==> src/msk_pkg.sv <==
// Shared constants and types of the in-band MSK modem register block.
package msk_pkg;
   localparam logic [7:0] MSK_ADDR_CTRL = 8'hc8;
   localparam logic [7:0] MSK_ADDR_BUF = 8'hc9;
   localparam logic [7:0] MSK_ADDR_STAT = 8'hca;
   localparam logic [7:0] MSK_CTRL_RESET = 8'h00;
   localparam logic [7:0] MSK_STAT_RESET = 8'h00;
   localparam logic [7:0] MSK_READ_ZERO = 8'h00;
   // Control register fields.
   localparam int MSK_CTRL_RX_EN = 0;
   localparam int MSK_CTRL_TX_EN = 1;
   localparam int MSK_CTRL_BAUD_LO = 2;
   localparam int MSK_CTRL_BAUD_HI = 3;
   localparam int MSK_CTRL_PRE_LO = 4;
   localparam int MSK_CTRL_PRE_HI = 7;
   // Status register fields; bit 6 is unused and reads zero.
   localparam int MSK_ST_RX_IRQ = 0;
   localparam int MSK_ST_TX_IRQ = 1;
   localparam int MSK_ST_LOCK = 2;
   localparam int MSK_ST_PRE = 3;
   localparam int MSK_ST_ERR = 4;
   localparam int MSK_ST_FULL = 5;
   localparam int MSK_ST_POL = 7;
   // Codes for the external resistive DAC.
   localparam logic [2:0] MSK_DAC_OFF = 3'h7;
   localparam logic [2:0] MSK_DAC_IDLE = 3'h4;
   localparam logic [2:0] MSK_DAC_HIGH = 3'h6;
   localparam logic [2:0] MSK_DAC_LOW = 3'h2;
   // Line timing and framing.
   localparam int MSK_CLK_HZ = 40_000_000;
   localparam int MSK_BASE_BAUD = 1200;
   localparam int MSK_SAMPLES_PER_BIT = 8;
   localparam int MSK_SAMPLE_DIV_BASE = MSK_CLK_HZ / (MSK_SAMPLES_PER_BIT * MSK_BASE_BAUD);
   localparam int MSK_LOCK_BITS = 3;
   localparam int MSK_BYTE_BITS = 8;
   localparam logic [11:0] MSK_PREAMBLE_FIXED = 12'haaa;
   localparam logic [1:0] MSK_BAUD_1200 = 2'h0;
   localparam logic [1:0] MSK_BAUD_2400 = 2'h1;
   localparam logic [1:0] MSK_BAUD_3600 = 2'h2;
   localparam logic [1:0] MSK_BAUD_4800 = 2'h3;
   typedef enum logic [1:0] {
      MSK_TX_OFF = 2'b00,
      MSK_TX_IDLE = 2'b01,
      MSK_TX_SEND = 2'b10
   } msk_tx_state_e;
   typedef enum logic [1:0] {
      MSK_RX_HUNT = 2'b00,
      MSK_RX_LOCK = 2'b01,
      MSK_RX_DATA = 2'b10
   } msk_rx_state_e;
endpackage

==> src/msk_rx_slicer.sv <==
// Sample window of the receiver that judges each bitcell against the Manchester rule.
`timescale 1ns/1ps
module msk_rx_slicer #(
   parameter int SPB = 8
) (
   input wire logic ref_clk,
   input wire logic rst,
   input wire logic sample_en,
   input wire logic clear,
   input wire logic line,
   output logic samp_valid_q,
   output logic manch_ok_q,
   output logic manch_bit_q
);
   localparam int HALF = SPB / 2;
   logic [SPB-1:0] win_q;
   logic [SPB-1:0] win_d;
   logic first_hi, first_lo, second_hi, second_lo;

   if (SPB < 2 || SPB % 2 != 0) begin : g_chk
      $error("msk_rx_slicer needs an even sample count of at least two");
   end

   assign win_d = {win_q[SPB-2:0], line};
   assign first_hi = &win_d[SPB-1:HALF];
   assign first_lo = ~|win_d[SPB-1:HALF];
   assign second_hi = &win_d[HALF-1:0];
   assign second_lo = ~|win_d[HALF-1:0];

   // An all-zero window after a clear never passes, so a stale window cannot lock.
   always_ff @(posedge ref_clk) begin
      if (rst || clear) begin
         win_q <= '0;
         samp_valid_q <= 1'b0;
         manch_ok_q <= 1'b0;
         manch_bit_q <= 1'b0;
      end else begin
         samp_valid_q <= sample_en;
         if (sample_en) begin
            win_q <= win_d;
            manch_ok_q <= (first_hi & second_lo) | (first_lo & second_hi);
            manch_bit_q <= second_hi;
         end
      end
   end
endmodule

==> src/msk_modem_regs.sv <==
// Register interface, Manchester transmitter and receiver framing of the MSK modem.
`timescale 1ns/1ps
// Operation
// Control bits 7..4 hold preamble nibble.
// Control bits 3..2 select 1200 to 4800 baud.
// Transmitter enabled and idle drives code 100.
// Transmitter disabled forces code 111; the code first finishes a byte already in progress.
// Receiver enabled scans line for Manchester data.
// Both enables clear gate the modem clock; the code keeps it running until a byte in progress is sent.
// Status bit 7 inverts the line input.
// Full flag set on byte, cleared read/disable.
// Error flag on bad bit, cleared three ways.
// Preamble flag after lock, cleared disable/error.
// Lock flag before preamble, cleared error/disable.
// Transmit flag set when buffer accepts byte.
// Software writing one sets transmit flag.
// Receive flag set by any receive flag.
// Receive flag cleared by read or zero.
// Buffer write loads and starts transmission.
// Overwrite before transmit flag loses old byte.
// Software writes only after transmit flag sets.
// Buffer read returns the received byte.
// Buffer writes and reads use separate registers.
// Bytes are sent most significant bit first.
// One is low-to-high, zero high-to-low.
// Both interrupt flags OR into one request.
// Hardware set beats same-cycle software clear.
module msk_modem_regs
   import msk_pkg::*;
#(
   parameter int SAMPLE_DIV_1200 = msk_pkg::MSK_SAMPLE_DIV_BASE
) (
   input wire logic ref_clk,
   input wire logic rst,
   input wire logic [7:0] sfr_addr,
   input wire logic sfr_wr,
   input wire logic sfr_rd,
   input wire logic [7:0] sfr_wdata,
   output logic [7:0] sfr_rdata,
   input wire logic rx_line_in,
   output logic [2:0] dac_code_out,
   output logic msk_irq,
   output logic modem_clk_active
);
   import msk_pkg::*;

   localparam int SPB = MSK_SAMPLES_PER_BIT;
   localparam int PW = $clog2(SPB);
   localparam int BW = $clog2(MSK_BYTE_BITS);
   localparam logic [15:0] DIV_1200 = 16'(SAMPLE_DIV_1200 - 1);
   localparam logic [15:0] DIV_2400 = 16'(SAMPLE_DIV_1200 / 2 - 1);
   localparam logic [15:0] DIV_3600 = 16'(SAMPLE_DIV_1200 / 3 - 1);
   localparam logic [15:0] DIV_4800 = 16'(SAMPLE_DIV_1200 / 4 - 1);
   localparam logic [PW-1:0] LAST_SAMP = PW'(SPB - 1);
   localparam logic [PW-1:0] HALF_SAMP = PW'(SPB / 2);
   localparam logic [BW-1:0] LAST_BIT = BW'(MSK_BYTE_BITS - 1);
   localparam logic [1:0] LOCK_LAST = 2'(MSK_LOCK_BITS - 1);

   if (SAMPLE_DIV_1200 < 8 || SAMPLE_DIV_1200 > 65535) begin : g_chk
      $error("SAMPLE_DIV_1200 must lie between 8 and 65535");
   end

   logic [7:0] ctrl_q;
   logic [7:0] rx_buf_q, tx_hold_q, tx_shift_q, rx_shift_q, rdata_q;
   logic [15:0] div_q, div_max, pre_q;
   logic [15:0] pre_word;
   logic tx_full_q, tx_irq_q, rx_irq_q, rx_full_q, rx_err_q, pre_flag_q, lock_q, pol_q;
   logic [2:0] dac_q, dac_d;
   logic [PW-1:0] tx_samp_q, rph_q;
   logic [BW-1:0] tx_bit_q, rx_bit_q;
   logic [1:0] lock_cnt_q;
   msk_tx_state_e tx_state_q;
   msk_rx_state_e rx_state_q;
   logic tx_en, rx_en, tick, ctrl_wr, buf_wr, stat_wr, buf_rd, tx_load, tx_byte_end;
   logic samp_valid, manch_ok, manch_bit, chk, bit_ok, bit_bad;
   logic lock_set, err_set, pre_set, full_set, rx_irq_sw_clr;

   assign tx_en = ctrl_q[MSK_CTRL_TX_EN];
   assign rx_en = ctrl_q[MSK_CTRL_RX_EN];
   assign ctrl_wr = sfr_wr && (sfr_addr == MSK_ADDR_CTRL);
   assign buf_wr = sfr_wr && (sfr_addr == MSK_ADDR_BUF);
   assign stat_wr = sfr_wr && (sfr_addr == MSK_ADDR_STAT);
   assign buf_rd = sfr_rd && (sfr_addr == MSK_ADDR_BUF);

   // The modem stays clocked while a byte drains after the transmitter is disabled.
   assign modem_clk_active = tx_en || rx_en || (tx_state_q == MSK_TX_SEND);

   always_comb begin
      unique case (ctrl_q[MSK_CTRL_BAUD_HI:MSK_CTRL_BAUD_LO])
         MSK_BAUD_1200: div_max = DIV_1200;
         MSK_BAUD_2400: div_max = DIV_2400;
         MSK_BAUD_3600: div_max = DIV_3600;
         MSK_BAUD_4800: div_max = DIV_4800;
      endcase
   end

   // Sample-rate enable at eight times the baud rate, shared by both directions.
   always_ff @(posedge ref_clk) begin
      if (rst || !modem_clk_active) begin
         div_q <= '0;
      end else if (div_q >= div_max) begin
         div_q <= '0;
      end else begin
         div_q <= div_q + 16'h0001;
      end
   end
   assign tick = modem_clk_active && (div_q >= div_max);

   always_ff @(posedge ref_clk) begin
      if (rst) begin
         ctrl_q <= MSK_CTRL_RESET;
      end else if (ctrl_wr) begin
         ctrl_q <= sfr_wdata;
      end
   end

   // Transmit path. A byte moves from the hold register to the shifter when one is waiting.
   assign tx_byte_end = (tx_state_q == MSK_TX_SEND) && tick && (tx_samp_q == LAST_SAMP)
                        && (tx_bit_q == LAST_BIT);
   assign tx_load = tx_en && tx_full_q
                    && ((tx_state_q == MSK_TX_IDLE) || tx_byte_end);

   always_ff @(posedge ref_clk) begin
      if (rst) begin
         tx_hold_q <= '0;
         tx_full_q <= 1'b0;
      end else if (buf_wr) begin
         tx_hold_q <= sfr_wdata;
         tx_full_q <= 1'b1;
      end else if (tx_load) begin
         tx_full_q <= 1'b0;
      end
   end

   always_ff @(posedge ref_clk) begin
      if (rst) begin
         tx_state_q <= MSK_TX_OFF;
         tx_shift_q <= '0;
         tx_samp_q <= '0;
         tx_bit_q <= '0;
      end else begin
         unique case (tx_state_q)
            MSK_TX_OFF: begin
               if (tx_en) begin
                  tx_state_q <= MSK_TX_IDLE;
               end
            end
            MSK_TX_IDLE: begin
               if (!tx_en) begin
                  tx_state_q <= MSK_TX_OFF;
               end else if (tx_load) begin
                  tx_state_q <= MSK_TX_SEND;
                  tx_shift_q <= tx_hold_q;
                  tx_samp_q <= '0;
                  tx_bit_q <= '0;
               end
            end
            MSK_TX_SEND: begin
               if (tick) begin
                  tx_samp_q <= tx_samp_q + 1'b1;
                  if (tx_samp_q == LAST_SAMP) begin
                     if (tx_bit_q != LAST_BIT) begin
                        tx_bit_q <= tx_bit_q + 1'b1;
                        tx_shift_q <= {tx_shift_q[6:0], 1'b0};
                     end else if (tx_load) begin
                        tx_bit_q <= '0;
                        tx_shift_q <= tx_hold_q;
                     end else begin
                        // A disabled transmitter finishes its byte before going off.
                        tx_state_q <= tx_en ? MSK_TX_IDLE : MSK_TX_OFF;
                     end
                  end
               end
            end
            default: tx_state_q <= MSK_TX_OFF;
         endcase
      end
   end

   always_comb begin
      dac_d = MSK_DAC_OFF;
      if (tx_state_q == MSK_TX_IDLE) begin
         dac_d = MSK_DAC_IDLE;
      end else if (tx_state_q == MSK_TX_SEND) begin
         if (tx_samp_q < HALF_SAMP) begin
            dac_d = tx_shift_q[7] ? MSK_DAC_LOW : MSK_DAC_HIGH;
         end else begin
            dac_d = tx_shift_q[7] ? MSK_DAC_HIGH : MSK_DAC_LOW;
         end
      end
   end

   always_ff @(posedge ref_clk) begin
      if (rst) begin
         dac_q <= MSK_DAC_OFF;
      end else begin
         dac_q <= dac_d;
      end
   end
   assign dac_code_out = dac_q;

   // Receive path.
   msk_rx_slicer #(
      .SPB(SPB)
   ) u_slicer (
      .ref_clk(ref_clk),
      .rst(rst),
      .sample_en(tick && rx_en),
      .clear(!rx_en),
      .line(rx_line_in ^ pol_q),
      .samp_valid_q(samp_valid),
      .manch_ok_q(manch_ok),
      .manch_bit_q(manch_bit)
   );

   // While hunting with no good cell counted every sample is tried; otherwise only whole cells.
   assign chk = ((rx_state_q == MSK_RX_HUNT) && (lock_cnt_q == 2'h0)) || (rph_q == LAST_SAMP);
   assign bit_ok = rx_en && samp_valid && chk && manch_ok;
   assign bit_bad = rx_en && samp_valid && chk && !manch_ok;
   assign pre_word = {pre_q[14:0], manch_bit};
   assign lock_set = bit_ok && (rx_state_q == MSK_RX_HUNT) && (lock_cnt_q == LOCK_LAST);
   assign err_set = bit_bad && (rx_state_q != MSK_RX_HUNT);
   assign pre_set = bit_ok && (rx_state_q == MSK_RX_LOCK)
                    && (pre_word == {MSK_PREAMBLE_FIXED, ctrl_q[MSK_CTRL_PRE_HI:MSK_CTRL_PRE_LO]});
   assign full_set = bit_ok && (rx_state_q == MSK_RX_DATA) && (rx_bit_q == LAST_BIT);

   always_ff @(posedge ref_clk) begin
      if (rst || !rx_en) begin
         rx_state_q <= MSK_RX_HUNT;
         rph_q <= '0;
         lock_cnt_q <= '0;
         pre_q <= '0;
         rx_shift_q <= '0;
         rx_bit_q <= '0;
      end else if (samp_valid) begin
         rph_q <= (chk && manch_ok) ? '0 : rph_q + 1'b1;
         if (bit_ok) begin
            pre_q <= pre_word;
         end
         unique case (rx_state_q)
            MSK_RX_HUNT: begin
               if (lock_set) begin
                  rx_state_q <= MSK_RX_LOCK;
                  lock_cnt_q <= '0;
               end else if (bit_ok) begin
                  lock_cnt_q <= lock_cnt_q + 2'h1;
               end else if (bit_bad) begin
                  lock_cnt_q <= '0;
               end
            end
            MSK_RX_LOCK: begin
               if (bit_bad) begin
                  rx_state_q <= MSK_RX_HUNT;
               end else if (pre_set) begin
                  rx_state_q <= MSK_RX_DATA;
                  rx_bit_q <= '0;
               end
            end
            MSK_RX_DATA: begin
               if (bit_bad) begin
                  rx_state_q <= MSK_RX_HUNT;
               end else if (bit_ok) begin
                  rx_shift_q <= {rx_shift_q[6:0], manch_bit};
                  rx_bit_q <= rx_bit_q + 1'b1;
               end
            end
            default: rx_state_q <= MSK_RX_HUNT;
         endcase
      end
   end

   // The receive register is separate from the transmit hold register.
   always_ff @(posedge ref_clk) begin
      if (rst) begin
         rx_buf_q <= '0;
      end else if (full_set) begin
         rx_buf_q <= {rx_shift_q[6:0], manch_bit};
      end
   end

   // Status flags. Every hardware set is tested before any clear.
   assign rx_irq_sw_clr = stat_wr && !sfr_wdata[MSK_ST_RX_IRQ];

   always_ff @(posedge ref_clk) begin
      if (rst) begin
         {pol_q, rx_full_q, rx_err_q, pre_flag_q, lock_q, tx_irq_q, rx_irq_q} <= '0;
      end else begin
         if (stat_wr) begin
            pol_q <= sfr_wdata[MSK_ST_POL];
         end
         if (full_set) begin
            rx_full_q <= 1'b1;
         end else if (buf_rd || !rx_en) begin
            rx_full_q <= 1'b0;
         end
         if (err_set) begin
            rx_err_q <= 1'b1;
         end else if (buf_rd || !rx_en || rx_irq_sw_clr) begin
            rx_err_q <= 1'b0;
         end
         if (pre_set) begin
            pre_flag_q <= 1'b1;
         end else if (!rx_en || err_set) begin
            pre_flag_q <= 1'b0;
         end
         if (lock_set) begin
            lock_q <= 1'b1;
         end else if (!rx_en || err_set) begin
            lock_q <= 1'b0;
         end
         if (tx_load || (stat_wr && sfr_wdata[MSK_ST_TX_IRQ])) begin
            tx_irq_q <= 1'b1;
         end else if (buf_wr || stat_wr) begin
            tx_irq_q <= 1'b0;
         end
         if (full_set || err_set || pre_set || lock_set) begin
            rx_irq_q <= 1'b1;
         end else if (buf_rd || rx_irq_sw_clr) begin
            rx_irq_q <= 1'b0;
         end
      end
   end

   assign msk_irq = tx_irq_q || rx_irq_q;

   // Read data are registered and appear one cycle after the strobe.
   always_ff @(posedge ref_clk) begin
      if (rst) begin
         rdata_q <= MSK_READ_ZERO;
      end else if (sfr_rd) begin
         unique case (sfr_addr)
            MSK_ADDR_CTRL: rdata_q <= ctrl_q;
            MSK_ADDR_BUF: rdata_q <= rx_buf_q;
            MSK_ADDR_STAT: rdata_q <= {pol_q, 1'b0, rx_full_q, rx_err_q, pre_flag_q, lock_q,
                                       tx_irq_q, rx_irq_q};
            default: rdata_q <= MSK_READ_ZERO;
         endcase
      end
   end
   assign sfr_rdata = rdata_q;
endmodule

==> config.mk <==
export PLATFORM = sky130hd
export DESIGN_NAME = msk_modem_regs
export DESIGN_NICKNAME = d
export VERILOG_FILES = /design/src/msk_pkg.sv /design/src/msk_rx_slicer.sv /design/src/msk_modem_regs.sv
export SDC_FILE = /design/constraint.sdc
export NUM_CORES = 1
export LEC_CHECK = 0
export ABC_AREA = 1
export BUFFER_PORTS_ARGS = -buffer_cell sky130_fd_sc_hd__buf_4
export CAP_MARGIN = 20
export CORE_ASPECT_RATIO = 0.6
export CORE_UTILIZATION = 55
export DETAILED_ROUTE_END_ITERATION = 8
export PLACE_DENSITY_LB_ADDON = 0.08
export SLEW_MARGIN = 10
export SYNTH_ARGS = -nofsm -noshare
export SYNTH_HDL_FRONTEND = slang
export SYNTH_HIERARCHICAL = 1
export SYNTH_SLANG_ARGS = --single-unit
==> constraint.sdc <==
create_clock -name ref_clk -period 2.1 [get_ports ref_clk]
set_input_delay 0 -clock ref_clk [delete_from_list [all_inputs] [get_ports ref_clk]]
set_output_delay 0 -clock ref_clk [all_outputs]
set_load 0.01 [all_outputs]
==> results.tsv, run 1 <==
stage	metric	value	unit
outcome	violations	negative setup slack	
global_routing	grt_pass1_vias	5108	
outcome	status	finished, violations left	
timing	slew_viol_final	0	
min_path	min_from	sfr_addr[1]	
synthesis	synthMuxAreaShare	0	%
final_layout	fin_util	74.1	%
pwr	comb_power_share	15.0	%
global_routing	grt_max_degree	23	
pwr	pwr-share-seq	36.6	%
min_path	min_path_cells	7	
timing	grt_setup_unrepaired	yes	
placed_design	post-place-cells	928	
timing	finalHoldViolations	0	
cts	clock-root-buffer	clkbuf_16	
placed_design	placed_area	6170	um2
placed_design	place_congestion	0.911	
placed_design	dp_hpwl	10.1	mm
setup_path	cp-end-kind	flip-flop	
detailed_routing	wl_met3	1.00	mm
setup_path	worstPathArrival	2.64	ns
synthesis	synthTopCellsByCount	151 x nand2_1, 117 x dfxtp_1, 92 x inv_1	
synthesis	avgSynthCellArea	7.42	um2
pwr	leakagePower	2.91	nW
timing	finalWorstSetupSlack	-0.184	ns
synthesis	synth_top_family_by_area	simple AND/OR/NAND/NOR gates	
placed_design	pre_cts_ws	-0.277	ns
detailed_routing	vias	5345	
synthesis	async_flop_share	0	%
pwr	switching_share	26.7	%
final_layout	finish.instance_area	7320	um2
cts	clk_path_buf_depth	2	
final_layout	synthToLayoutAreaGrowth	30.4	%
final_layout	diodes	0	
global_routing	grt_usage	29.3	%
die	die_h	80.3	um
cts	clkTransAtPathRegs	0.05	ns
die	die-area	10600	um2
synthesis	synth_fa_ha_area_share	6.69	%
pwr	power_frac_clock	48.4	%
setup_path	worst_setup_path_start_kind	flip-flop	
setup_path	worstReg2RegEnd	tx_shift_q[7]	
pwr	power_density	865	nW/um2
synthesis	synth_top_area_share	41.7	%
die	initial_utilization	56.8	%
cts	clock_latency	0.42	ns
pwr	p_int	0.00465	W
final_layout	drive_gt1_share	23.8	%
detailed_routing	met1_length	6.97	mm
die	die_w	132	um
timing	fmax	0.438	GHz
detailed_routing	detail_route.first_pass.iterations	5	
detailed_routing	wire_per_inst	15.3	um
synthesis	synth-seq-cells	117	
timing	finClkSkew	0.00708	ns
run	drv_cap	0	
synthesis	synth_edf_count	0	
cts	cts_tree	yes	
synthesis	ys_types	42	
timing	setup_viol	29	
die	core	9880	um2
global_routing	antenna_found_initial	0	
final_layout	instances_no_fill	984	
min_path	hold_end	rx_full_q	
synthesis	syn_inst	757	
setup_path	crit_required	2.45	ns
timing	post-route-period-util	109	%
detailed_routing	top_layer_used	met4	
synthesis	ys.flop_type	dfxtp_1	
detailed_routing	ant_nets	0	
global_routing	grt_pass1_wl	24.2	mm
pwr	peakVddDrop	0.654	mV
die	ioPinCount	34	
cts	htree_levels	4	
synthesis	synth_compound_area_share	14.8	%
timing	min_period	2.28	ns
setup_path	critical_path_class	reg2reg	
cts	cts_num_sinks	117	
detailed_routing	wl	15.1	mm
die	std_cell_rows	28	
synthesis	yosysTopAreaCell	dfxtp_1	
timing	finalSetupTns	-3.80	ns
pwr	p_sw	0.00169	W
synthesis	seq_area_frac_synth	41.7	%
synthesis	yosys.area_share.xor_xnor	0.780	%
detailed_routing	vias_per_cell	5.43	
setup_path	reg2regPathDepth	18	
synthesis	synthTopCellsByArea	dfxtp_1 42%, nand2_1 10%, a21oi_1 7.4%	
min_path	hp-class	in2reg	
detailed_routing	drt_iter0_drc	366	
cts	cts_buffers	17	
setup_path	critPathMaxFanout	6	
synthesis	synth-simple-area-share	27.2	%
detailed_routing	remaining_drc_errors	0	
setup_path	reg2reg_from	ctrl_q[3]	
final_layout	final.fill_count	743	
synthesis	syn_area	5610	um2
detailed_routing	wl_met2	6.83	mm
setup_path	ff2ff_setup_slack	-0.18	ns
synthesis	synth.most_common_cell	nand2_1	
global_routing	grt_overflow	0	
synthesis	yosysWarnings	6	
final_layout	nNetsFinal	887	
placed_design	portBuffers	33	
cells in the final DEF (no fill, tap or decap), drive strengths merged:
cell | Yosys | final
xor2 | 4 | 4
inv | 94 | 94
nand2 | 165 | 166
buf | 12 | 64
clkinv | 1 | 5
xnor2 | 1 | 1
and3 | 1 | 1
or2 | 5 | 5
o21ai | 53 | 53
nand3b | 2 | 2
clkbuf | 11 | 19
ha | 30 | 30
dfxtp | 117 | 117
dlygate4sd3 | 0 | 16
a211oi | 2 | 2
bufinv | 0 | 4
nor2 | 82 | 83
o22ai | 2 | 2
clkinvlp | 0 | 5
nand3 | 49 | 49
conb | 1 | 2
o21bai | 2 | 2
a31oi | 3 | 3
a21oi | 86 | 86
nor3b | 3 | 3
nand4 | 10 | 10
a21o | 1 | 1
o211ai | 7 | 7
nor4 | 5 | 5
nor3 | 8 | 8
cell families after synthesis:
kind of cell	after synthesis
other	1
flip-flops	117
adder cells (fa/ha/maj)	30
AND/OR/NAND/NOR	330
AO/OA/AOI/OAI	156
buffers and inverters	118
XOR/XNOR	5
per-stage QoR:
step | power [W] | hold WS (ns)
after detailed placement | 0.00306 | 0.291
after CTS | 0.00626 | 0.174
final | 0.00634 | 0.183
after global routing | 0.00656 | 0.247
after floorplan | 0.00286 | 0.143
after global placement | 0.00303 | 0.288
how the worst max path moves through the flow:
stage	from	to	slack, ns
global route	ctrl_q[3]	u_slicer/manch_ok_q	-0.32
floorplan	ctrl_q[2]	u_slicer/manch_ok_q	0.009
detailed placement	ctrl_q[2]	tx_shift_q[4]	-0.28
global placement	ctrl_q[2]	tx_shift_q[5]	-0.17
finish	ctrl_q[3]	tx_shift_q[7]	-0.18
CTS	ctrl_q[2]	tx_shift_q[2]	-0.15
power groups by stage:
stage / logic (W) / clock network, W / registers (W)
final: 0.000949 / 0.00307 / 0.00232
after global routing: 0.00104 / 0.00320 / 0.00233
after CTS: 0.000860 / 0.00308 / 0.00231
after detailed placement: 0.000694 / 0 / 0.00236
after global placement: 0.000670 / 0 / 0.00236
after floorplan: 0.000498 / 0 / 0.00236
state kept, by name (all words and copies together) (netlist names), 7 cells and up:
| register | count |
|---|---|
| rx_buf_q | 8 |
| rx_shift_q | 7 |
| tx_shift_q | 8 |
| sfr_rdata | 8 |
| tx_hold_q | 8 |
| pre_q | 15 |
| u_slicer/win_q | 7 |
| ctrl_q | 8 |
| div_q | 16 |
what timing repair did:
action	in CTS	in global routing
gates cloned	2	0
hold buffers	16	0
resized for setup	41	45
setup endpoints to repair	38	44
setup buffers	4	2
endpoints found under the hold margin	32	0
pin swaps	19	23
cell type report:
class,instances,area (um2),share of cell area [%]
sequential,117,2350,32.1
timing repair buffer,80,692,9.45
clock inverter,13,181,2.48
tap,135,169,2.31
clock buffer,19,443,6.05
inverter,95,369,5.04
multi-input combinational,525,3120,42.6
worst max-delay path: stages, from the launching register on:
cell and delay [ns]:
dfxtp_4 0.38, inv_4 0.05, ha_4 0.27, inv_4 0.05
ha_4 0.26, inv_2 0.03, o21bai_1 0.12, nand2_1 0.06
nand2_1 0.07, nand2_1 0.06, nand2_1 0.08, nand2_2 0.09
nand3_4 0.12, nand2_4 0.10, nor2_8 0.19, nand2_8 0.10
nand2_2 0.07, nand2_1 0.05, nor2_1 0.09
metal layers:
layer | up-vias | global-route usage [%]
met5 | - | 0
met4 | 0 | 11.4
met3 | 33 | 8.08
met2 | 173 | 46.1
met1 | 2504 | 38.3
li1 | 2635 | -
No activity file was read; power rests on OpenSTA's default activity.
==> run 2: changes to the inputs <==
--- a/config.mk
+++ b/config.mk
@@ -10,3 +10,3 @@
 export CAP_MARGIN = 20
-export CORE_ASPECT_RATIO = 0.6
+export CORE_ASPECT_RATIO = 0.7
 export CORE_UTILIZATION = 55
==> constraint.sdc (replaced) <==
create_clock -name ref_clk -period 2.1 [get_ports ref_clk]
set_input_delay 0.315 -clock ref_clk [delete_from_list [all_inputs] [get_ports ref_clk]]
set_output_delay 0.315 -clock ref_clk [all_outputs]
set_load 0.01 [all_outputs]
==> results.tsv, run 2 (synthesis results as in run 1) <==
stage	metric	value	unit	change
outcome	status	finished, violations left		
die	ioPinCount	34		unchanged
final_layout	largest_register_ffs	16		unchanged
pwr	leakagePower	2.82	nW	-3.2%
global_routing	grt-busiest-layer	met2		
global_routing	met2_usage	41.6	%	-4.4 points
setup_path	critical_path_class	reg2reg		
setup_path	reg2reg_from	ctrl_q[3]		
detailed_routing	drt_iter0_drc	356		-2.7%
global_routing	grt_max_degree	33		+43%
cts	htree_levels	4		unchanged
final_layout	largestRegisters	div_q (16), pre_q (15)		
die	die_w	123	um	-7.3%
detailed_routing	remaining_drc_errors	0		unchanged
setup_path	ff2ff_setup_slack	-0.17	ns	+0.02 ns
outcome	violations	negative setup slack		
cts	cts_buffers	17		unchanged
min_path	min_from	sfr_wdata[7]		
timing	finClkSkew	0.00857	ns	+0.00149 ns
final_layout	max_flop_register	div_q		
global_routing	grt_pass1_wl	22.5	mm	-6.9%
min_path	hold_end	pol_q		
die	std_cell_rows	30		+7.1%
pwr	power_density	908	nW/um2	+4.9%
final_layout	instances_no_fill	959		-2.5%
final_layout	synthToLayoutAreaGrowth	24.6	%	
global_routing	use_met3	6.25	%	-1.8 points
run	drv_cap	0		unchanged
pwr	p_total	0.00635	W	+0.21%
detailed_routing	ant_nets	0		unchanged
min_path	min_path_cells	3		-4
final_layout	finish.instance_area	7000	um2	-4.4%
timing	finalHoldViolations	0		unchanged
final_layout	drive_gt1_share	20.8	%	-3.0 points
setup_path	critPathMaxFanout	6		unchanged
timing	finalWorstSetupSlack	-0.169	ns	+0.0156 ns
cts	clk_path_buf_depth	2		unchanged
placed_design	post-place-cells	918		-1.1%
detailed_routing	wl	13.8	mm	-8.3%
setup_path	worstPathArrival	2.57	ns	-0.07 ns
detailed_routing	detail_route.first_pass.iterations	5		unchanged
global_routing	grt_usage	27.6	%	-1.7 points
placed_design	portBuffers	33		unchanged
timing	grt_setup_unrepaired	yes		
die	die_h	86.5	um	+7.8%
cts	clkTransAtPathRegs	0.06	ns	about the same
timing	post-route-period-util	108	%	-0.74 points
cts	cts_tree	yes		
placed_design	placed_area	6130	um2	-0.51%
final_layout	diodes	0		unchanged
placed_design	dp_hpwl	9.75	mm	-3.1%
final_layout	final_cell_mix	148 x nand2_1, 115 x dfxtp_1, 83 x a21oi_1		
timing	fmax	0.441	GHz	+0.69%
die	die-area	10600	um2	about the same
cts	clock-root-buffer	clkbuf_16		
setup_path	worstReg2RegEnd	u_slicer/manch_ok_q		
setup_path	worst_setup_path_start_kind	flip-flop		
global_routing	grt_pass1_vias	4667		-8.6%
final_layout	nNetsFinal	869		-2.0%
global_routing	grt_use_met1	39.3	%	+0.98 points
global_routing	antenna_found_initial	0		unchanged
cts	clock_latency	0.42	ns	about the same
detailed_routing	vias_per_cell	5.38		-0.96%
detailed_routing	vias	5159		-3.5%
setup_path	reg2regPathDepth	20		+2
placed_design	place_congestion	0.840		-7.7%
setup_path	cp-end-kind	flip-flop		
global_routing	grt_overflow	0		unchanged
timing	min_period	2.27	ns	-0.0156 ns
final_layout	final_common_cell	nand2_1		
die	initial_utilization	57.3	%	+0.48 points
cts	cts_num_sinks	117		unchanged
timing	setup_viol	23		-21%
detailed_routing	wire_per_inst	14.4	um	-5.9%
die	core	9800	um2	-0.84%
min_path	hp-class	in2reg		
setup_path	crit_required	2.40	ns	-0.05 ns
timing	slew_viol_final	0		unchanged
pwr	peakVddDrop	0.633	mV	-3.2%
==> run 2: cell types whose count changed in the layout (fill, tap and decap cells not counted), sizes merged <==
cell / previous run / this run
buf: 64 / 63
bufinv: 4 / 5
clkbuf: 19 / 20
clkinvlp: 5 / 3
dlygate4sd3: 16 / 0
nor2: 83 / 82
==> run 2: how the worst max path moves through the flow <==
stage	from	endpoint	slack [ns]
3_3_place_gp	ctrl_q[2]	tx_state_q[0]	-0.18
5_1_grt	ctrl_q[3]	tx_shift_q[5]	-0.34
4_1_cts	ctrl_q[3]	u_slicer/manch_ok_q	-0.14
3_5_place_dp	ctrl_q[2]	tx_state_q[0]	-0.24
2_1_floorplan	ctrl_q[2]	u_slicer/manch_ok_q	0.009
6_report	ctrl_q[3]	u_slicer/manch_ok_q	-0.17
==> run 2: final cells by class <==
type                    instances  area (um2)
multi-input cells             524        2950
fillers                       752        2800
flip-flops and latches        117        2350
repair buffers                 63         505
clock buffers                  20         467
inverters                      95         364
clock inverters                12         200
well taps                     128         160
==> run 2: power breakdown <==
part           switching, W  internal [W]  leakage, nW
Clock               0.00102       0.00220        0.318
Combinational      0.000473      0.000342         1.55
Sequential        0.0000402       0.00228        0.945
==> run 2: timing repair <==
action | CTS | global route
pin swaps | 25 | 6
gates resized for setup | 31 | 9
buffers inserted | 6 | 2
hold buffers | 0 | 0
endpoints found under the hold margin | 0 | 0
gates cloned | 1 | 0
endpoints found under the setup margin | 32 | 42
==> run 2: critical path, cell delays in order (launching register included) <==
cell      delay, ns
dfxtp_4        0.38
inv_4          0.05
ha_4           0.26
inv_4          0.04
ha_4           0.26
inv_2          0.03
o21bai_1       0.11
nand2_1        0.08
nand2_1        0.06
nand2_1        0.05
nand2_1        0.07
nand2_2        0.08
nand2_2        0.11
inv_2          0.06
nor2_2         0.10
buf_6          0.13
inv_2          0.04
nand2_2        0.09
inv_2          0.06
nand2_1        0.05
nand3_1        0.06
==> run 2: stage by stage <==
step	TNS [ns]	utilization, %	hold WS (ns)	setup slack [ns]
2_1_floorplan	0	-	0.430	0.00858
3_3_place_gp	-2.72	62.6	0.447	-0.177
3_5_place_dp	-4.30	62.6	0.453	-0.239
4_1_cts	-2.03	71.0	0.184	-0.143
5_1_grt	-7.58	71.4	0.192	-0.337
6_report	-2.72	71.4	0.190	-0.169
==> run 2: metal layers <==
metal / wire length, um / vias to the layer above
li1: - / 2596
met3: 928 / 18
met4: 132 / 0
met5: 0 / -
met1: 6820 / 2387
met2: 5940 / 158
==> run 3: changes to the inputs <==
- CORE_UTILIZATION: 55 -> 45
- GPL_TIMING_DRIVEN: default -> 0
- SYNTH_HIERARCHICAL: 1 -> default
==> results.tsv, run 3 <==
stage	metric	value	unit	change
die	die_w	135	um	+9.9%
cts	cts_buffers	17		unchanged
setup_path	critPathMaxFanout	5		-1
final_layout	final.fill_count	1094		+45%
synthesis	async_flop_share	0	%	unchanged
timing	holdWs	0.209	ns	+0.0190 ns
detailed_routing	wire_per_inst	14.9	um	+3.3%
setup_path	worstPathArrival	2.68	ns	+0.11 ns
synthesis	seq_area_frac_synth	42.1	%	+0.34 points
pwr	peakVddDrop	0.526	mV	-17%
placed_design	place_congestion	0.901		+7.2%
final_layout	max_flop_register	div_q		
detailed_routing	vias_per_cell	5.24		-2.6%
placed_design	placed_area	6050	um2	-1.3%
setup_path	critical_path_class	reg2reg		
final_layout	nNetsFinal	878		+1.0%
die	std_cell_rows	33		+10%
timing	finClkSkew	0.00602	ns	-0.00255 ns
synthesis	avgSynthCellArea	7.33	um2	-1.2%
synthesis	synth-seq-cells	117		unchanged
die	die_h	95.1	um	+9.9%
setup_path	crit_path_cell_trace	inv_4 > ha_4 > nor2_4 > inv_2 > ha_4 > nand2_2 > nor2_2 > nand2_1 > nand2_1 > nor2_2 > nand2_2 > nand2_4 > nand3_4 > nand2_4 > nor2_4 > nand2_4 > buf_6 > nand2_2 > nand2_2 > nor2_2		
final_layout	fin_util	60.8	%	-11 points
setup_path	worstReg2RegEnd	tx_shift_q[1]		
outcome	status	finished, violations left		
timing	fmax	0.429	GHz	-2.8%
timing	post-route-period-util	111	%	+3.1 points
timing	finalHoldViolations	0		unchanged
cts	clock-root-buffer	clkbuf_16		
setup_path	worst_setup_path_start_kind	flip-flop		
final_layout	drive_gt1_share	21.9	%	+1.1 points
placed_design	dp_hpwl	10.6	mm	+8.8%
setup_path	cp-end-kind	flip-flop		
detailed_routing	detail_route.first_pass.iterations	5		unchanged
setup_path	worstSetupStartpoint	ctrl_q[3]		
pwr	power_density	846	nW/um2	-6.8%
final_layout	synthToLayoutAreaGrowth	29.8	%	
final_layout	finish.instance_area	7230	um2	+3.3%
synthesis	synth.most_common_cell	nand2_1		
global_routing	grt_usage	24.1	%	-3.5 points
global_routing	grt_pass1_vias	4765		+2.1%
setup_path	crit_path_end	tx_shift_q[1]		
synthesis	synth_edf_count	0		unchanged
final_layout	largestRegisters	div_q (16), pre_q (15)		
cts	cts_num_sinks	117		unchanged
pwr	leakagePower	2.86	nW	+1.6%
synthesis	synthTopCellsByCount	137 x nand2_1, 117 x dfxtp_1, 106 x inv_1		
placed_design	portBuffers	31		-6.1%
outcome	violations	negative setup slack		
timing	slew_headroom	53.2	%	
setup_path	path_depth	20		unchanged
setup_path	reg2reg_from	ctrl_q[3]		
final_layout	diodes	0		unchanged
cts	htree_levels	4		unchanged
placed_design	pre_cts_ws	-0.531	ns	-0.292 ns
detailed_routing	vias	5217		+1.1%
synthesis	ys.flop_type	dfxtp_1		
global_routing	grt_overflow	0		unchanged
synthesis	syn_area	5570	um2	-0.80%
synthesis	yosysTopAreaCell	dfxtp_1		
synthesis	ys_types	43		+2.4%
detailed_routing	wl	14.8	mm	+7.3%
final_layout	largest_register_ffs	16		unchanged
cts	clkTransAtPathRegs	0.05	ns	about the same
detailed_routing	drt_iter0_drc	305		-14%
min_path	hp-class	in2reg		
setup_path	critPathTopFamily	simple AND/OR/NAND/NOR gates		
timing	setup_viol	40		+74%
setup_path	crit_path_max_incr_delay	0.38	ns	about the same
synthesis	syn_inst	760		+0.40%
timing	min_period	2.33	ns	+0.0650 ns
global_routing	grt_pass1_wl	23.5	mm	+4.2%
setup_path	critPathBufInv	3		-4
cts	clk_path_buf_depth	2		unchanged
timing	grt_setup_unrepaired	yes		
setup_path	path_common_cell	nand2_2		
cts	cts_tree	yes		
die	ioPinCount	34		unchanged
cts	clock_latency	0.41	ns	about the same
setup_path	cp_slowest_cell	dfxtp_4		
global_routing	antenna_found_initial	0		unchanged
timing	slew_viol_final	0		unchanged
die	die-area	12800	um2	+21%
global_routing	grt_max_degree	17		-48%
die	initial_utilization	46.8	%	-10 points
timing	tightest_slew	0.700	ns	
synthesis	synth_top_area_share	42.1	%	+0.34 points
setup_path	crit_required	2.44	ns	+0.04 ns
detailed_routing	remaining_drc_errors	0		unchanged
synthesis	synthTopCellsByArea	dfxtp_1 42%, nand2_1 9.2%, a21oi_1 7.5%		
final_layout	final_common_cell	nand2_1		
setup_path	ff2ff_setup_slack	-0.23	ns	-0.06 ns
synthesis	yosysWarnings	0		-6
die	core	11900	um2	+21%
detailed_routing	ant_nets	0		unchanged
final_layout	final_cell_mix	126 x nand2_1, 115 x dfxtp_1, 98 x inv_1		
setup_path	reg2regPathDepth	20		unchanged
run	drv_cap	0		unchanged
timing	finalWorstSetupSlack	-0.234	ns	-0.0650 ns
-- run 3: changes by cell type after synthesis, moves of 3 or more --
cell and delta:
inv_1 +14, nand2_1 -14, nand2_2 -6, nand4_1 -3
nor2_1 +14, nor2_2 -6, nor2_4 -3, nor3_1 +3
o21ai_0 +3, or2_2 -3
-- run 3: repair_timing --
item                       in CTS  in global routing
setup endpoints to repair      44                 48
setup buffers                  10                  3
hold buffers                    0                  0
gates cloned                    3                  0
resized for setup              77                 34
pin swaps                      25                 19
-- run 3: metrics by stage --
| stage | total power (W) | TNS, ns | cells |
|---|---|---|---|
| 2_1_floorplan | 0.00278 | -0.132 | 761 |
| 3_3_place_gp | 0.00295 | -15.40 | 949 |
| 3_5_place_dp | 0.00297 | -16.21 | 949 |
| 4_1_cts | 0.00608 | -5.64 | 993 |
| 5_1_grt | 0.00636 | -11.03 | 996 |
| 6_report | 0.00612 | -5.58 | 996 |
-- run 3: area by class of cell --
| type | count | area, um2 | share of cell area [%] |
|---|---|---|---|
| Multi-Input combinational cell | 512 | 3100 | 42.9 |
| Sequential cell | 117 | 2350 | 32.5 |
| Buffer | 20 | 120 | 1.66 |
| Timing Repair Buffer | 47 | 412 | 5.69 |
| Clock buffer | 23 | 488 | 6.75 |
| Clock inverter | 8 | 123 | 1.70 |
| Inverter | 112 | 440 | 6.09 |
| Tap cell | 157 | 196 | 2.72 |
-- run 3: worst min-delay path, stage by stage --
cell     delay [ns]
buf_4          0.09
o21ai_0        0.07
a21oi_1        0.10
-- run 3: power by group --
part | internal (W) | switching [W]
Sequential | 0.00228 | 0.0000387
Clock | 0.00198 | 0.000998
Combinational | 0.000305 | 0.000515
Total | 0.00456 | 0.00155
-- run 3: worst min path at each step --
stage	end	cells after the start	from	slack, ns
6_report	ctrl_q[2]	3	sfr_wdata[2]	0.21
4_1_cts	tx_hold_q[2]	3	sfr_wdata[2]	0.20
3_5_place_dp	div_q[0]	1	div_q[0]	0.44
5_1_grt	tx_hold_q[5]	3	sfr_wdata[5]	0.21
3_3_place_gp	div_q[0]	1	div_q[0]	0.43
2_1_floorplan	div_q[0]	1	div_q[0]	0.42
-- run 3: logic make-up (layout without fill, tap and decap cells) --
kind of cell | count (synthesis) | after routing | share of synthesized area, %
AND/OR/NAND/NOR | 312 | 312 | 25.2
XOR/XNOR | 5 | 5 | 0.786
adder cells (fa/ha/maj) | 30 | 30 | 6.74
other | 1 | 2 | 0.0673
AO/OA/AOI/OAI | 163 | 163 | 15.8
buffers and inverters | 132 | 210 | 9.32
flip-flops | 117 | 117 | 42.1
-- run 3: per-layer routing --
| metal | wire, um | track usage, % | up-vias |
|---|---|---|---|
| li1 | - | - | 2623 |
| met1 | 7390 | 34.6 | 2439 |
| met2 | 6430 | 35.6 | 140 |
| met3 | 896 | 6.75 | 15 |
| met4 | 119 | 5.24 | 0 |
| met5 | 0 | 0 | - |
